$ cat src/rtl/dao_pkg.sv
// Shared constants for the dual converter output and mode control block.
// Assumes one 40 MHz system clock and AXI4-Lite register access.
package dao_pkg;

  localparam int SAMPLE_W   = 8;
  localparam int COARSE_W   = 5;
  localparam int FINE_W     = 4;
  localparam int PIPE_DEPTH = 4;
  localparam int AXI_ADDR_W = 8;

  // Sample-clock cycles that software should discard after leaving standby
  localparam logic [3:0] RECOVERY_CYCLES = 4'hF;

  localparam logic [AXI_ADDR_W-1:0] CTRL_OFS   = 8'h00;
  localparam logic [AXI_ADDR_W-1:0] STATUS_OFS = 8'h04;
  localparam logic [AXI_ADDR_W-1:0] DATA_OFS   = 8'h08;

  localparam int  CTRL_CAPTURE_BIT = 0;
  localparam logic CTRL_CAPTURE_RST = 1'b0;

  localparam int ST_A_ACTIVE   = 0;
  localparam int ST_B_ACTIVE   = 1;
  localparam int ST_A_RECOVER  = 2;
  localparam int ST_B_RECOVER  = 3;
  localparam int ST_ALIGN      = 4;
  localparam int ST_FORMAT     = 5;
  localparam int ST_OVERRUN    = 6;
  localparam int ST_LEVEL_LSB  = 8;
  localparam int DATA_VALID_BIT = 16;

  localparam logic [1:0] RESP_OKAY   = 2'h0;
  localparam logic [1:0] RESP_SLVERR = 2'h2;

  // Encoding follows {mode_select_hi, mode_select_lo}
  typedef enum logic [1:0] {
    MODE_STANDBY_BOTH,
    MODE_STANDBY_B,
    MODE_NORMAL,
    MODE_ALIGN
  } dao_mode_e;

endpackage

$ cat src/rtl/dao_adc_ctrl.sv
// Output staging, format and mode control of a dual 8-bit pipelined converter.
// Assumes sample clocks well below a third of aclk; all converter-side pins pass two flops.
//
// Rules this block is written against
// Output sample equals input taken four sample-clock rising edges earlier
// Output of a channel changes only after its own sample-clock rising edge
// format_select high gives twos complement, low gives offset binary
// Mode pins: 00 both standby, 01 B standby, 10 normal, 11 aligned
// In standby the channel's outputs float and its sample clock is ignored
// Reference stays on in full standby; single standby affects channel B only
// Receiver discards fifteen sample-clock cycles after standby ends
// Alignment delays channel B output by half a sample-clock cycle
// Clocks in antiphase with alignment: B output appears at A's rising edge
// Shared clock with alignment: B output lags A by half a cycle
// Shared clock without alignment: both outputs update on the same edge
// Sample clocks must run at one mega-sample per second or faster
// Code built from five coarse bits and four-bit flash with correction
// Each channel gets its own sample clock, possibly from one source
// Twos complement code is offset binary with its top bit inverted
// During channel B standby, channel A runs with unchanged timing
`timescale 1ns/10ps
module dao_adc_ctrl
  import dao_pkg::*;
#(
  parameter int FIFO_WIDTH = 2 * SAMPLE_W,
  parameter int FIFO_DEPTH = 2
) (
  input  wire logic                  aclk,
  input  wire logic                  aresetn,
  input  wire logic                  chan_a_sample_clock,
  input  wire logic                  chan_b_sample_clock,
  input  wire logic                  format_select,
  input  wire logic                  mode_select_hi,
  input  wire logic                  mode_select_lo,
  input  wire logic [COARSE_W-1:0]   chan_a_coarse,
  input  wire logic [FINE_W-1:0]     chan_a_fine,
  input  wire logic [COARSE_W-1:0]   chan_b_coarse,
  input  wire logic [FINE_W-1:0]     chan_b_fine,
  output wire logic [SAMPLE_W-1:0]   chan_a_sample_out,
  output wire logic                  chan_a_out_oe_n,
  output wire logic [SAMPLE_W-1:0]   chan_b_sample_out,
  output wire logic                  chan_b_out_oe_n,
  output wire logic                  ref_active,
  input  wire logic [AXI_ADDR_W-1:0] s_axi_awaddr,
  input  wire logic [2:0]            s_axi_awprot,
  input  wire logic                  s_axi_awvalid,
  output wire logic                  s_axi_awready,
  input  wire logic [31:0]           s_axi_wdata,
  input  wire logic [3:0]            s_axi_wstrb,
  input  wire logic                  s_axi_wvalid,
  output wire logic                  s_axi_wready,
  output wire logic [1:0]            s_axi_bresp,
  output wire logic                  s_axi_bvalid,
  input  wire logic                  s_axi_bready,
  input  wire logic [AXI_ADDR_W-1:0] s_axi_araddr,
  input  wire logic [2:0]            s_axi_arprot,
  input  wire logic                  s_axi_arvalid,
  output wire logic                  s_axi_arready,
  output wire logic [31:0]           s_axi_rdata,
  output wire logic [1:0]            s_axi_rresp,
  output wire logic                  s_axi_rvalid,
  input  wire logic                  s_axi_rready
);

  localparam int SYNC_W = 5 + 2 * (COARSE_W + FINE_W);
  localparam int PW     = (FIFO_DEPTH > 1) ? $clog2(FIFO_DEPTH) : 1;
  localparam int CW     = $clog2(FIFO_DEPTH + 1);

  function automatic logic [SAMPLE_W-1:0] fmt_code(input logic [SAMPLE_W-1:0] c,
                                                   input logic twos);
    fmt_code = twos ? {~c[SAMPLE_W-1], c[SAMPLE_W-2:0]} : c;
  endfunction

  // Overlap bit of the flash carries into the coarse field; overflow saturates
  function automatic logic [SAMPLE_W-1:0] correct(input logic [COARSE_W-1:0] co,
                                                  input logic [FINE_W-1:0] fi);
    logic [SAMPLE_W:0] sum;
    sum = {1'b0, co, 3'h0} + {5'h00, fi[3], 3'h0} + {6'h00, fi[2:0]};
    correct = sum[SAMPLE_W] ? 8'hFF : sum[SAMPLE_W-1:0];
  endfunction

  // Pin synchroniser; the second stage and the edge history are the only readers
  logic [SYNC_W-1:0] sync1_reg;
  logic [SYNC_W-1:0] sync2_reg;
  logic [1:0]        clk_prev_reg;
  logic [1:0]        clk_s;
  logic              fmt_s;
  logic              hi_s;
  logic              lo_s;
  logic [COARSE_W-1:0] coarse_s [2];
  logic [FINE_W-1:0]   fine_s [2];
  dao_mode_e         mode;
  logic              align_s;
  logic [1:0]        chan_on;

  assign {clk_s, fmt_s, hi_s, lo_s, fine_s[1], coarse_s[1], fine_s[0], coarse_s[0]} = sync2_reg;

  always_ff @(posedge aclk) begin
    if (!aresetn) begin
      sync1_reg    <= '0;
      sync2_reg    <= '0;
      clk_prev_reg <= 2'h0;
    end else begin
      sync1_reg    <= {chan_b_sample_clock, chan_a_sample_clock, format_select,
                       mode_select_hi, mode_select_lo, chan_b_fine, chan_b_coarse,
                       chan_a_fine, chan_a_coarse};
      sync2_reg    <= sync1_reg;
      clk_prev_reg <= clk_s;
    end
  end

  assign mode       = dao_mode_e'({hi_s, lo_s});
  assign align_s    = (mode == MODE_ALIGN);
  assign chan_on[0] = (mode != MODE_STANDBY_BOTH);
  assign chan_on[1] = (mode == MODE_NORMAL) || (mode == MODE_ALIGN);

  // Per-channel pipeline, output register and standby handling
  for (genvar ch = 0; ch < 2; ch++) begin : g_ch
    logic                rise;
    logic                fall;
    logic                on;
    logic [SAMPLE_W-1:0] pipe_reg  [PIPE_DEPTH];
    logic [SAMPLE_W-1:0] pipe_next [PIPE_DEPTH];
    logic [SAMPLE_W-1:0] hold_reg,  hold_next;
    logic [SAMPLE_W-1:0] out_reg,   out_next;
    logic                oe_n_reg,  oe_n_next;
    logic                load_reg,  load_next;
    logic                on_prev_reg, on_prev_next;
    logic [3:0]          rec_reg,   rec_next;

    assign rise = clk_s[ch] & ~clk_prev_reg[ch];
    assign fall = ~clk_s[ch] & clk_prev_reg[ch];
    assign on   = chan_on[ch];

    always_comb begin
      pipe_next    = pipe_reg;
      hold_next    = hold_reg;
      out_next     = out_reg;
      load_next    = 1'b0;
      oe_n_next    = ~on;
      on_prev_next = on;
      rec_next     = rec_reg;
      // A standby channel ignores its clock, so the pipeline freezes
      if (on && rise) begin
        pipe_next[0] = correct(coarse_s[ch], fine_s[ch]);
        for (int i = 1; i < PIPE_DEPTH; i++) begin
          pipe_next[i] = pipe_reg[i-1];
        end
        hold_next = fmt_code(pipe_reg[PIPE_DEPTH-1], fmt_s);
      end
      if ((ch == 1) && align_s) begin
        // Falling edge of B sits half a cycle after its rising edge
        if (on && fall) begin
          out_next  = hold_reg;
          load_next = 1'b1;
        end
      end else if (on && rise) begin
        out_next  = fmt_code(pipe_reg[PIPE_DEPTH-1], fmt_s);
        load_next = 1'b1;
      end
      if (on && !on_prev_reg) begin
        rec_next = RECOVERY_CYCLES;
      end else if (on && rise && (rec_reg != 4'h0)) begin
        rec_next = rec_reg - 4'h1;
      end
    end

    always_ff @(posedge aclk) begin
      if (!aresetn) begin
        for (int i = 0; i < PIPE_DEPTH; i++) begin
          pipe_reg[i] <= 8'h00;
        end
        hold_reg    <= 8'h00;
        out_reg     <= 8'h00;
        oe_n_reg    <= 1'b1;
        load_reg    <= 1'b0;
        on_prev_reg <= 1'b0;
        rec_reg     <= 4'h0;
      end else begin
        pipe_reg    <= pipe_next;
        hold_reg    <= hold_next;
        out_reg     <= out_next;
        oe_n_reg    <= oe_n_next;
        load_reg    <= load_next;
        on_prev_reg <= on_prev_next;
        rec_reg     <= rec_next;
      end
    end
  end

  assign chan_a_sample_out = g_ch[0].out_reg;
  assign chan_a_out_oe_n   = g_ch[0].oe_n_reg;
  assign chan_b_sample_out = g_ch[1].out_reg;
  assign chan_b_out_oe_n   = g_ch[1].oe_n_reg;

  logic ref_active_reg;
  always_ff @(posedge aclk) begin
    if (!aresetn) begin
      ref_active_reg <= 1'b0;
    end else begin
      ref_active_reg <= 1'b1;
    end
  end
  assign ref_active = ref_active_reg;

  // Two-entry capture buffer: pairs land when channel A updates
  logic [FIFO_WIDTH-1:0] mem_reg [FIFO_DEPTH];
  logic [FIFO_WIDTH-1:0] mem_next [FIFO_DEPTH];
  logic [PW-1:0]         wr_ptr_reg, wr_ptr_next;
  logic [PW-1:0]         rd_ptr_reg, rd_ptr_next;
  logic [CW-1:0]         count_reg,  count_next;
  logic                  push_valid;
  logic                  push_ready;
  logic                  pop_valid;
  logic                  pop_ready;
  logic                  cap_en_reg;

  assign push_valid = g_ch[0].load_reg & cap_en_reg;
  assign push_ready = (count_reg != CW'(FIFO_DEPTH));
  assign pop_valid  = (count_reg != '0);

  always_comb begin
    mem_next    = mem_reg;
    wr_ptr_next = wr_ptr_reg;
    rd_ptr_next = rd_ptr_reg;
    count_next  = count_reg;
    if (push_valid && push_ready) begin
      mem_next[wr_ptr_reg] = {chan_b_sample_out, chan_a_sample_out};
      wr_ptr_next = (wr_ptr_reg == PW'(FIFO_DEPTH - 1)) ? '0 : wr_ptr_reg + PW'(1);
    end
    if (pop_valid && pop_ready) begin
      rd_ptr_next = (rd_ptr_reg == PW'(FIFO_DEPTH - 1)) ? '0 : rd_ptr_reg + PW'(1);
    end
    count_next = count_reg + CW'(push_valid && push_ready) - CW'(pop_valid && pop_ready);
  end

  always_ff @(posedge aclk) begin
    if (!aresetn) begin
      for (int i = 0; i < FIFO_DEPTH; i++) begin
        mem_reg[i] <= '0;
      end
      wr_ptr_reg <= '0;
      rd_ptr_reg <= '0;
      count_reg  <= '0;
    end else begin
      mem_reg    <= mem_next;
      wr_ptr_reg <= wr_ptr_next;
      rd_ptr_reg <= rd_ptr_next;
      count_reg  <= count_next;
    end
  end

  // AXI4-Lite slave: one write and one read in flight
  logic                  awready_reg, awready_next;
  logic                  wready_reg,  wready_next;
  logic                  bvalid_reg,  bvalid_next;
  logic [1:0]            bresp_reg,   bresp_next;
  logic                  arready_reg, arready_next;
  logic                  rvalid_reg,  rvalid_next;
  logic [1:0]            rresp_reg,   rresp_next;
  logic [31:0]           rdata_reg,   rdata_next;
  logic [AXI_ADDR_W-1:0] awaddr_reg,  awaddr_next;
  logic [31:0]           wdata_reg,   wdata_next;
  logic [3:0]            wstrb_reg,   wstrb_next;
  logic                  cap_en_next;
  logic                  ovr_reg,     ovr_next;
  logic [31:0]           status_word;

  always_comb begin
    status_word = 32'h0000_0000;
    status_word[ST_A_ACTIVE]  = chan_on[0];
    status_word[ST_B_ACTIVE]  = chan_on[1];
    status_word[ST_A_RECOVER] = (g_ch[0].rec_reg != 4'h0);
    status_word[ST_B_RECOVER] = (g_ch[1].rec_reg != 4'h0);
    status_word[ST_ALIGN]     = align_s;
    status_word[ST_FORMAT]    = fmt_s;
    status_word[ST_OVERRUN]   = ovr_reg;
    status_word[ST_LEVEL_LSB +: CW] = count_reg;
  end

  always_comb begin
    logic clr_ovr;
    clr_ovr      = 1'b0;
    awready_next = awready_reg;
    wready_next  = wready_reg;
    bvalid_next  = bvalid_reg;
    bresp_next   = bresp_reg;
    arready_next = arready_reg;
    rvalid_next  = rvalid_reg;
    rresp_next   = rresp_reg;
    rdata_next   = rdata_reg;
    awaddr_next  = awaddr_reg;
    wdata_next   = wdata_reg;
    wstrb_next   = wstrb_reg;
    cap_en_next  = cap_en_reg;
    pop_ready    = 1'b0;
    if (s_axi_awvalid && awready_reg) begin
      awready_next = 1'b0;
      awaddr_next  = s_axi_awaddr;
    end
    if (s_axi_wvalid && wready_reg) begin
      wready_next = 1'b0;
      wdata_next  = s_axi_wdata;
      wstrb_next  = s_axi_wstrb;
    end
    if (!awready_reg && !wready_reg && !bvalid_reg) begin
      bvalid_next = 1'b1;
      bresp_next  = RESP_OKAY;
      if (awaddr_reg == CTRL_OFS) begin
        if (wstrb_reg[0]) cap_en_next = wdata_reg[CTRL_CAPTURE_BIT];
      end else if (awaddr_reg == STATUS_OFS) begin
        clr_ovr = wstrb_reg[0] & wdata_reg[ST_OVERRUN];
      end else begin
        bresp_next = RESP_SLVERR;
      end
    end
    if (bvalid_reg && s_axi_bready) begin
      bvalid_next  = 1'b0;
      awready_next = 1'b1;
      wready_next  = 1'b1;
    end
    if (s_axi_arvalid && arready_reg) begin
      arready_next = 1'b0;
      rvalid_next  = 1'b1;
      rresp_next   = RESP_OKAY;
      rdata_next   = 32'h0000_0000;
      if (s_axi_araddr == CTRL_OFS) begin
        rdata_next[CTRL_CAPTURE_BIT] = cap_en_reg;
      end else if (s_axi_araddr == STATUS_OFS) begin
        rdata_next = status_word;
      end else if (s_axi_araddr == DATA_OFS) begin
        // Reading the data word pops it; an empty buffer reads with valid low
        rdata_next[DATA_VALID_BIT]  = pop_valid;
        rdata_next[FIFO_WIDTH-1:0]  = pop_valid ? mem_reg[rd_ptr_reg] : '0;
        pop_ready = 1'b1;
      end else begin
        rresp_next = RESP_SLVERR;
      end
    end
    if (rvalid_reg && s_axi_rready) begin
      rvalid_next  = 1'b0;
      arready_next = 1'b1;
    end
    // A lost pair in the same cycle as the clear keeps the flag set
    ovr_next = (ovr_reg && !clr_ovr) || (push_valid && !push_ready);
  end

  always_ff @(posedge aclk) begin
    if (!aresetn) begin
      awready_reg <= 1'b1;
      wready_reg  <= 1'b1;
      bvalid_reg  <= 1'b0;
      bresp_reg   <= RESP_OKAY;
      arready_reg <= 1'b1;
      rvalid_reg  <= 1'b0;
      rresp_reg   <= RESP_OKAY;
      rdata_reg   <= 32'h0000_0000;
      awaddr_reg  <= '0;
      wdata_reg   <= 32'h0000_0000;
      wstrb_reg   <= 4'h0;
      cap_en_reg  <= CTRL_CAPTURE_RST;
      ovr_reg     <= 1'b0;
    end else begin
      awready_reg <= awready_next;
      wready_reg  <= wready_next;
      bvalid_reg  <= bvalid_next;
      bresp_reg   <= bresp_next;
      arready_reg <= arready_next;
      rvalid_reg  <= rvalid_next;
      rresp_reg   <= rresp_next;
      rdata_reg   <= rdata_next;
      awaddr_reg  <= awaddr_next;
      wdata_reg   <= wdata_next;
      wstrb_reg   <= wstrb_next;
      cap_en_reg  <= cap_en_next;
      ovr_reg     <= ovr_next;
    end
  end

  assign s_axi_awready = awready_reg;
  assign s_axi_wready  = wready_reg;
  assign s_axi_bvalid  = bvalid_reg;
  assign s_axi_bresp   = bresp_reg;
  assign s_axi_arready = arready_reg;
  assign s_axi_rvalid  = rvalid_reg;
  assign s_axi_rresp   = rresp_reg;
  assign s_axi_rdata   = rdata_reg;

  a_pipe_depth: assert property (@(posedge aclk) disable iff (!aresetn)
    (g_ch[0].on && g_ch[0].rise) |=> ##1
      (g_ch[0].pipe_reg[3] == $past(g_ch[0].pipe_reg[2], 2)) || !$past(g_ch[0].on))
    else $error("channel A pipeline did not advance one stage");
  a_out_after_edge: assert property (@(posedge aclk) disable iff (!aresetn)
    $changed(chan_a_sample_out) |-> $past(g_ch[0].rise) && $past(g_ch[0].on))
    else $error("channel A output changed without a sample-clock rising edge");
  a_fmt_code: assert property (@(posedge aclk) disable iff (!aresetn)
    (g_ch[0].on && g_ch[0].rise) |=>
      (chan_a_sample_out[SAMPLE_W-2:0] == $past(g_ch[0].pipe_reg[3][SAMPLE_W-2:0])) &&
      (chan_a_sample_out[SAMPLE_W-1] ==
        ($past(g_ch[0].pipe_reg[3][SAMPLE_W-1]) ^ $past(fmt_s))))
    else $error("channel A output format wrong");
  a_both_standby: assert property (@(posedge aclk) disable iff (!aresetn)
    (!hi_s && !lo_s) |=> chan_a_out_oe_n && chan_b_out_oe_n)
    else $error("outputs driven in full standby");
  a_b_standby: assert property (@(posedge aclk) disable iff (!aresetn)
    (!hi_s && lo_s) |=> !chan_a_out_oe_n && chan_b_out_oe_n && ref_active)
    else $error("single standby not limited to channel B");
  a_a_keeps_running: assert property (@(posedge aclk) disable iff (!aresetn)
    (!hi_s && lo_s && g_ch[0].rise) |=> g_ch[0].load_reg && !g_ch[1].load_reg)
    else $error("channel A stalled during channel B standby");
  a_align_half: assert property (@(posedge aclk) disable iff (!aresetn)
    (align_s && g_ch[1].fall) |=> chan_b_sample_out == $past(g_ch[1].hold_reg))
    else $error("aligned channel B output not taken at its falling edge");
  a_align_rise_quiet: assert property (@(posedge aclk) disable iff (!aresetn)
    (align_s && g_ch[1].rise) |=> $stable(chan_b_sample_out))
    else $error("aligned channel B output moved on its rising edge");
  a_same_edge: assert property (@(posedge aclk) disable iff (!aresetn)
    (hi_s && !lo_s && g_ch[0].rise && g_ch[1].rise) |=> g_ch[0].load_reg && g_ch[1].load_reg)
    else $error("unaligned channels did not update together");
  a_code_saturate: assert property (@(posedge aclk) disable iff (!aresetn)
    (chan_on[0] && g_ch[0].rise && (coarse_s[0] == 5'h1F) && fine_s[0][3]) |=>
      g_ch[0].pipe_reg[0] == 8'hFF)
    else $error("corrected code did not saturate");

endmodule // dao_adc_ctrl

$ cat config.mk
export PLATFORM = sky130hd
export DESIGN_NAME = dao_adc_ctrl
export DESIGN_NICKNAME = d
export VERILOG_FILES = /design/src/rtl/dao_pkg.sv /design/src/rtl/dao_adc_ctrl.sv
export SDC_FILE = /design/constraint.sdc
export NUM_CORES = 1
export LEC_CHECK = 0
export BUFFER_PORTS_ARGS = -buffer_cell sky130_fd_sc_hd__buf_2
export CAP_MARGIN = 20
export CORE_MARGIN = 10
export CORE_UTILIZATION = 56
export DETAILED_ROUTE_END_ITERATION = 7
export PLACE_DENSITY = 0.8
export SYNTH_ARGS = -nofsm -noshare
export SYNTH_HDL_FRONTEND = slang
export SYNTH_SLANG_ARGS = --single-unit
$ cat constraint.sdc
create_clock -name aclk -period 3.2 [get_ports aclk]
set_input_delay 0.48 -clock aclk [delete_from_list [all_inputs] [get_ports aclk]]
set_output_delay 0.48 -clock aclk [all_outputs]
set_load 0.05 [all_outputs]
==> results of run 1 <==
## layer usage
metal	vias up	track usage
li1	3114	-
met1	2671	0.210
met2	140	0.240
met3	20	0.0333
met4	0	0.0441
met5	-	0
## logic make-up (layout without fill, tap and decap cells)
family	count (synthesis)	in the layout	share of synthesized area
multiplexers	52	52	0.0622
buffers and inverters	85	160	0.0502
AO/OA/AOI/OAI	152	152	0.137
flip-flops	223	223	0.521
AND/OR/NAND/NOR	358	358	0.207
XOR/XNOR	10	10	0.0102
adder cells (fa/ha/maj)	8	8	0.0117
other	1	17	0.000437
## power by group through the flow
stage / sequential [mW] / combinational (mW) / clock, mW
final: 2.87 / 0.293 / 2.71
after floorplan: 2.95 / 0.209 / 0
after detailed placement: 2.93 / 0.294 / 0
after global routing: 2.87 / 0.323 / 2.87
after global placement: 2.93 / 0.290 / 0
after CTS: 2.87 / 0.295 / 2.76
## synthesized netlist by cell type (4+ instances only)
| library cell | n |
|---|---|
| nor2b_1 | 37 |
| xnor2_1 | 8 |
| nand2_1 | 179 |
| ha_1 | 8 |
| o221a_2 | 12 |
| and3_1 | 4 |
| mux2_2 | 10 |
| clkbuf_1 | 38 |
| o21ai_0 | 15 |
| and2_1 | 55 |
| o221ai_1 | 4 |
| dfxtp_1 | 223 |
| nor2_1 | 5 |
| nand2b_1 | 6 |
| inv_1 | 14 |
| o211a_1 | 11 |
| a21boi_0 | 87 |
| buf_6 | 5 |
| mux2i_1 | 42 |
| buf_2 | 8 |
| buf_4 | 17 |
| nand3_1 | 46 |
## worst max-delay path, delay by kind of cell (launching register included)
| family | cells | cell delay, ps |
|---|---|---|
| simple gates | 3 | 1310 |
| flops | 1 | 460 |
| compound gates | 1 | 250 |
## path summary, 6_finish.rpt
| path | slack [ps] | from | endpoint | cells past startpoint |
|---|---|---|---|---|
| max | 1080 | sync2_reg[19]$_SDFF_PN0_ | g_ch[0].pipe_reg[5]$_SDFFE_PN0P_ | 4 |
| min | 170 | chan_b_coarse[3] | sync1_reg[12]$_SDFF_PN0_ | 2 |
| max reg2reg | 1080 | sync2_reg[19]$_SDFF_PN0_ | g_ch[0].pipe_reg[5]$_SDFFE_PN0P_ | 4 |
| min reg2reg | 430 | sync1_reg[16]$_SDFF_PN0_ | sync2_reg[16]$_SDFF_PN0_ | 1 |
## final cells by class
cell class | instances | area (sq um)
fillers | 1244 | 5240
flip-flops and latches | 223 | 4460
multi-input cells | 597 | 3740
clock buffers | 30 | 632
repair buffers | 105 | 576
well taps | 188 | 235
clock inverters | 11 | 151
inverters | 14 | 52.6
## stage by stage
| stage | hold slack (ps) | instances | area [sq um] | power, mW | setup slack (ps) |
|---|---|---|---|---|---|
| after floorplan | 412 | 905 | 8630 | 3.16 | 787 |
| after global placement | 415 | 1127 | 9070 | 3.22 | 737 |
| after detailed placement | 417 | 1127 | 9070 | 3.22 | 722 |
| after CTS | 152 | 1168 | 9850 | 5.92 | 1040 |
| after global routing | 160 | 1168 | 9850 | 6.07 | 874 |
| final | 172 | 1168 | 9850 | 5.87 | 1080 |
==> impl.org, run 1 <==
** Status
- Outcome :: complete, no violations

** Worst hold path
- Min-Delay Path Class :: in -> reg

** Routing
- Detailed-routing wirelength on met1 :: about 7.9 mm
- Total detailed-routing wirelength :: 16.2 mm
- Antenna viol nets, final :: 0
- Met3 wire length :: 992 um
- Total met2 wirelength after detailed routing :: roughly 7.0 mm
- Dividing the detail-routed wire length by the instance count gives 13.9 um.
- The highest layer touched by signal routing is met4.
- Count of routing violations after the opening detailed-route iteration :: around 350
- Before antenna repair, the detailed router went through 4 iterations.
- Routed vias :: about 5900
- DRC Markers :: 0
- After detailed routing, the number of vias per cell comes to 5.09.

** Global route
- For this run the aggregate overflow at the end of global routing stands at 0.
- Largest net degree at the start of global routing :: 88
- Across every metal layer, demand over resource in global routing totals 0.154.
- The number of global-route vias before repair came to 5770.
- Wire length of the first global-routing pass :: ~27 mm
- Initial antenna violation count :: 0

** Final layout
- Highest-count cells in the layout ignoring fill and taps :: dfxtp_1, nand2_1, buf_2
- Measured on the finished design, the core utilization comes to 0.653.
- The net count of the finished layout is 1060.
- Fraction of layout instances using a drive strength above 1 :: 0.178
- ANT cells :: 0
- From synthesis to final layout, the design area changed by 14.9%.
- Flip-flop count of the largest register after layout :: 64
- Leaving out fill and tap cells, the most frequent cell in the layout is dfxtp_1.

** Floorplanning
- Pin placement for this block handled between 100 and 150 I/O pins.
- The die is 144 um tall.
- Site row count :: 45
- Starting Density :: 0.568
- The core region is 15100 sq um.
- From left edge to right edge, the die measures 144 um.
- Floorplan die area :: ~21000 sq um

** Clocking
- Total clock sinks :: 223
- TritonCTS built the clock tree.
- In this run, post-CTS repair resized a total of 0 instances.
- In this run, post-CTS hold repair placed 0 buffers.
- Number of levels in the clock H-tree :: 1
- The root buffer cell chosen for the clock tree is clkbuf_16.
- Max Buffers Root-to-Sink :: 3
- Num CTS Buffers :: 23
- Worst-skew pair later-pin latency :: a little over 500 ps
- In this run the post-CTS setup repair buffer count came out at 0.
- Clock-pin slew was measured on the worst setup and hold paths at about 60 ps.

** Job
- Number of max-cap violations :: 0

** STA
- Measured against its own limit, the worst slew margin works out to 0.385.
- Post-route clock skew :: 16.7 ps
- Final Hold Vio Count :: 0
- Post-Route Setup TNS :: 0 ps
- Worst slew pin tran :: between 900 and 1000 ps
- Timing would allow up to about 470 MHz.
- Setup repair after global routing left no endpoint under its margin.
- Dividing the final minimum period by the clock period gives 0.661.
- Setup-failing EPs final :: 0
- After layout, the minimum clock period comes to around 2100 ps.
- The max-slew violation count is 0.

** Setup path
- Among all stages on the critical path, the largest delay is contributed by or2_2.
- At the worst endpoint, the required time is ~3600 ps.
- Crit path largest cell delay :: a little over 600 ps
- The worst setup path is of the reg -> reg kind.
- In this run the worst path has a maximum fanout of 34.
- Data on the critical path arrives at its endpoint at ~2500 ps.
- Worst-path cell chain :: nor2_1 > or2_2 > nand2_1 > a21boi_0
- STA classifies the critical path endpoint as a flip-flop.
- The worst setup path is launched from a flip-flop.

** Power and ir drop
- Power per standard cell area :: a little under 600 nW/um^2
- Of the total power, registers draw 0.488.
- Of the total power, the share spent switching nets is 0.219.
- Peak supply drop :: around 0.00045 V
- In this run the power spent charging and discharging nets is 1.29 mW.
- Clock network fraction of design power :: 0.462
- Power Internal :: 4.59 mW
- Of the total power, combinational logic draws 0.050.
- Summed over all cells, the static leakage comes to between 3 and 4 nW.

** Yosys
- During synthesis, Yosys emitted a total of 0 warnings.
- Sequential cell area fraction in the yosys report :: 0.521
- Most area-consuming cells after synthesis :: dfxtp_1, nand2_1, a21boi_0, mux2i_1, and2_1
- In the synthesized netlist the dominant register cell turns out to be dfxtp_1.
- In this run the cell area of the synthesized design comes to ~8600 sq um.
- Largest area contributor in the synthesized netlist :: dfxtp_1
- Share of the synthesized area in the top cell type :: 0.521
- Yosys mapped the design onto between 50 and 60 distinct sky130hd cell types.
- Synth Instances :: about 900
- Count of flip-flops with a built-in enable after synthesis :: 0
- After synthesis the netlist holds a flip-flop and latch count of around 220.
- Post-Synthesis Mean Instance Area :: roughly 9.6 sq um
- Async set or reset register ratio after synthesis :: 0

** Placed design
- Port buffering added 91 buffers.
- The HPWL after detailed placement is 10.7 mm.
- Routability-driven placement finished with a final weighted congestion of 0.831.
Note: power is estimated with default switching activity, not from simulation.
==> run 2, diff against run 1 <==
==> constraint.sdc (replaced) <==
create_clock -name aclk -period 2.19 [get_ports aclk]
set_input_delay 0.3285 -clock aclk [delete_from_list [all_inputs] [get_ports aclk]]
set_output_delay 0.3285 -clock aclk [all_outputs]
set_load 0.05 [all_outputs]
==> impl.org, run 2 (synthesis results as in run 1) <==
** Routing
- The detail route stage leaves a number of antenna-violating nets equal to 0.
- The detailed router put a total of roughly 7.7 mm of wire on met1.
- In this run the top signal layer used is met4.
- In the final routed layout, each cell accounts on average for ~14 um.
- Post-detailed-route via-to-cell ratio :: between 5 and 6
- Routed vias :: approximately 6100
- DRC Markers :: 0
- The detailed router finished its first iteration with between 400 and 500 violations.
- Wires add up to about 17 mm.
- Number of detailed-routing iterations run before antenna repair :: 5
- After detailed routing, the met3 layer carries about 940 um of wire.
- Total met2 wirelength after detailed routing :: 7.53 mm

** Global route
- Largest net degree at the start of global routing :: 54
- Wire length of the first global-routing pass :: approximately 28 mm
- Initial antenna violation count :: 0
- The number of global-route vias before repair came to about 5900.
- For this run the aggregate overflow at the end of global routing stands at 0.
- Global routing usage summed across all routing layers :: 0.158

** Placed design
- Quantity of I/O buffers inserted on ports :: 91
- After legalization and detailed placement, the total HPWL measured roughly 11 mm.
- RePlAce Congestion :: around 0.81
- Total cell area at the placement stage :: 9170 sq um

** Setup path
- Worst-path cell chain :: o21ba_2 > and2_1 > and2_2 > ha_1 > inv_1 > ha_1 > xnor2_1 > xnor2_1 > and2_1
- CP max FO :: 5
- WS Path Type :: reg -> reg
- Data arrives at the worst endpoint at roughly 2300 ps.
- STA classifies the critical path startpoint as a flip-flop.
- Among all stages on the critical path, the largest delay is contributed by dfxtp_1.
- Worst setup EP type :: flip-flop
- The number of buffers and inverters on the critical path is 1.
- Kind of cell with the highest combined delay on the critical path :: simple AND/OR/NAND/NOR gates
- The largest single stage delay on the critical path is approximately 350 ps.
- At the worst endpoint, the required time is 2580 ps.

** Floorplanning
- Site row count :: between 40 and 50
- Floorplan die area :: a little over 20000 sq um
- I/O pin count :: around 150
- Core Footprint :: roughly 15000 sq um
- Die height :: ~140 um
- Starting Density :: 0.568
- The die is 144 um wide.

** Final layout
- Post-layout net count :: between 1000 and 1500
- The repair_antennas step left the layout with diodes totalling 0.
- The register with the most flip-flops in the layout has 64 of them.
- Highest-count cells in the layout ignoring fill and taps :: dfxtp_1, nand2_1, buf_2
- Final core utilization :: 0.659
- The library cell used most frequently in the layout, excluding fill and tap cells, is dfxtp_1.
- Synthesis-to-layout area growth :: 16.0%
- Of the cells placed in the final design, the portion with a size suffix greater than 1 is 0.185.
- Fin area :: 9940 sq um
- Total of fill cells in the finished design :: 1242

** Job
- Number of max-cap violations :: 0

** Power and ir drop
- Power per standard cell area :: ~860 nW/um^2
- VDD sags by at most about 0.0006 V.
- Switching Share :: 0.218
- Cell internal power was estimated by the tool at 6.65 mW.
- Proportion of power drawn by flip-flops and latches :: 0.492
- The share of total power dissipated in combinational logic is 0.053.
- The share of total power dissipated in the clock network is 0.455.
- For this design the total switching power over the nets is 1.86 mW.
- Overall power after layout :: about 8.5 mW
- Summed over all cells, the static leakage comes to 4.03 nW.

** Status
- The flow ran to the end, and the final reports show no timing, DRC or antenna violations.

** STA
- Setup repair after global routing left no endpoint under its margin.
- Post-route clock skew :: approximately 12 ps
- Worst slew pin tran :: between 600 and 700 ps
- In the finished design, the share of the clock period the worst path needs comes to 0.881.
- Setup violations remaining at the end of the flow were counted as 0.
- Highest Clock Rate :: around 520 MHz
- Measured against its own limit, the worst slew margin works out to 0.574.
- The max-slew violation count is 0.
- The worst path needs about 1900 ps of the cycle, external delays included.
- Final Hold Vio Count :: 0

** Clocking
- TritonCTS created 23 clock buffers.
- Total clock sinks :: 223
- Clock-pin slew was measured on the worst setup and hold paths at ~60 ps.
- Post-CTS sizing :: 0
- CTS tree :: yes
- The cell sitting at the root of the clock tree is a clkbuf_16.
- Buffers inserted to repair hold after CTS numbered 0.
- The later pin in the worst-skew pair is clocked with a latency of 500 ps.
- Post-CTS setup buffers :: 0
- CTS built an H-tree with a depth of 1.
- In this run the deepest clock path goes through 3 buffers.

** Worst hold path
- Min-Delay Path Class :: in -> reg
## run 2: metal layers
| metal | up-vias | GRT usage |
|---|---|---|
| li1 | 3147 | - |
| met1 | 2766 | 0.207 |
| met2 | 177 | 0.250 |
| met3 | 34 | 0.0340 |
| met4 | 0 | 0.0575 |
| met5 | - | 0 |
## run 2: path summary, 6_finish.rpt
path                            startpoint                       end  slack (ps)  cells after the start
setup / recovery   count_reg[1]$_SDFF_PN0_   count_reg[1]$_SDFF_PN0_         260                      9
hold / removal            chan_a_coarse[4]   sync1_reg[4]$_SDFF_PN0_          20                      2
setup reg to reg   count_reg[1]$_SDFF_PN0_   count_reg[1]$_SDFF_PN0_         260                      9
hold reg to reg   sync1_reg[13]$_SDFF_PN0_  sync2_reg[13]$_SDFF_PN0_         430                      1
## run 2: power by group through the flow
| stage | logic, mW | registers [mW] | clock network [mW] |
|---|---|---|---|
| floorplan | 0.306 | 4.31 | 0 |
| global placement | 0.447 | 4.27 | 0 |
| detailed placement | 0.452 | 4.27 | 0 |
| CTS | 0.454 | 4.19 | 3.95 |
| global route | 0.496 | 4.19 | 4.10 |
| finish | 0.454 | 4.19 | 3.87 |
## run 2: layout make-up
type                            instances  area, sq um  area share
Clock buffer                           32          659      0.0663
Tap cell                              188          235      0.0237
Sequential cell                       223         4460       0.449
Timing Repair Buffer                  114          681      0.0685
Clock inverter                          9          108      0.0108
Inverter                               14         52.6     0.00529
Multi-Input combinational cell        597         3740       0.376
## run 2: per-stage QoR
| step | TNS (ps) | cells | setup slack (ps) | hold slack [ps] |
|---|---|---|---|---|
| floorplan | -71.4 | 905 | -71.4 | 356 |
| global placement | -114 | 1136 | -114 | 414 |
| detailed placement | -191 | 1136 | -170 | 418 |
| CTS | 0 | 1177 | 260 | 8.71 |
| global route | 0 | 1177 | 185 | 11.0 |
| finish | 0 | 1177 | 260 | 24.0 |
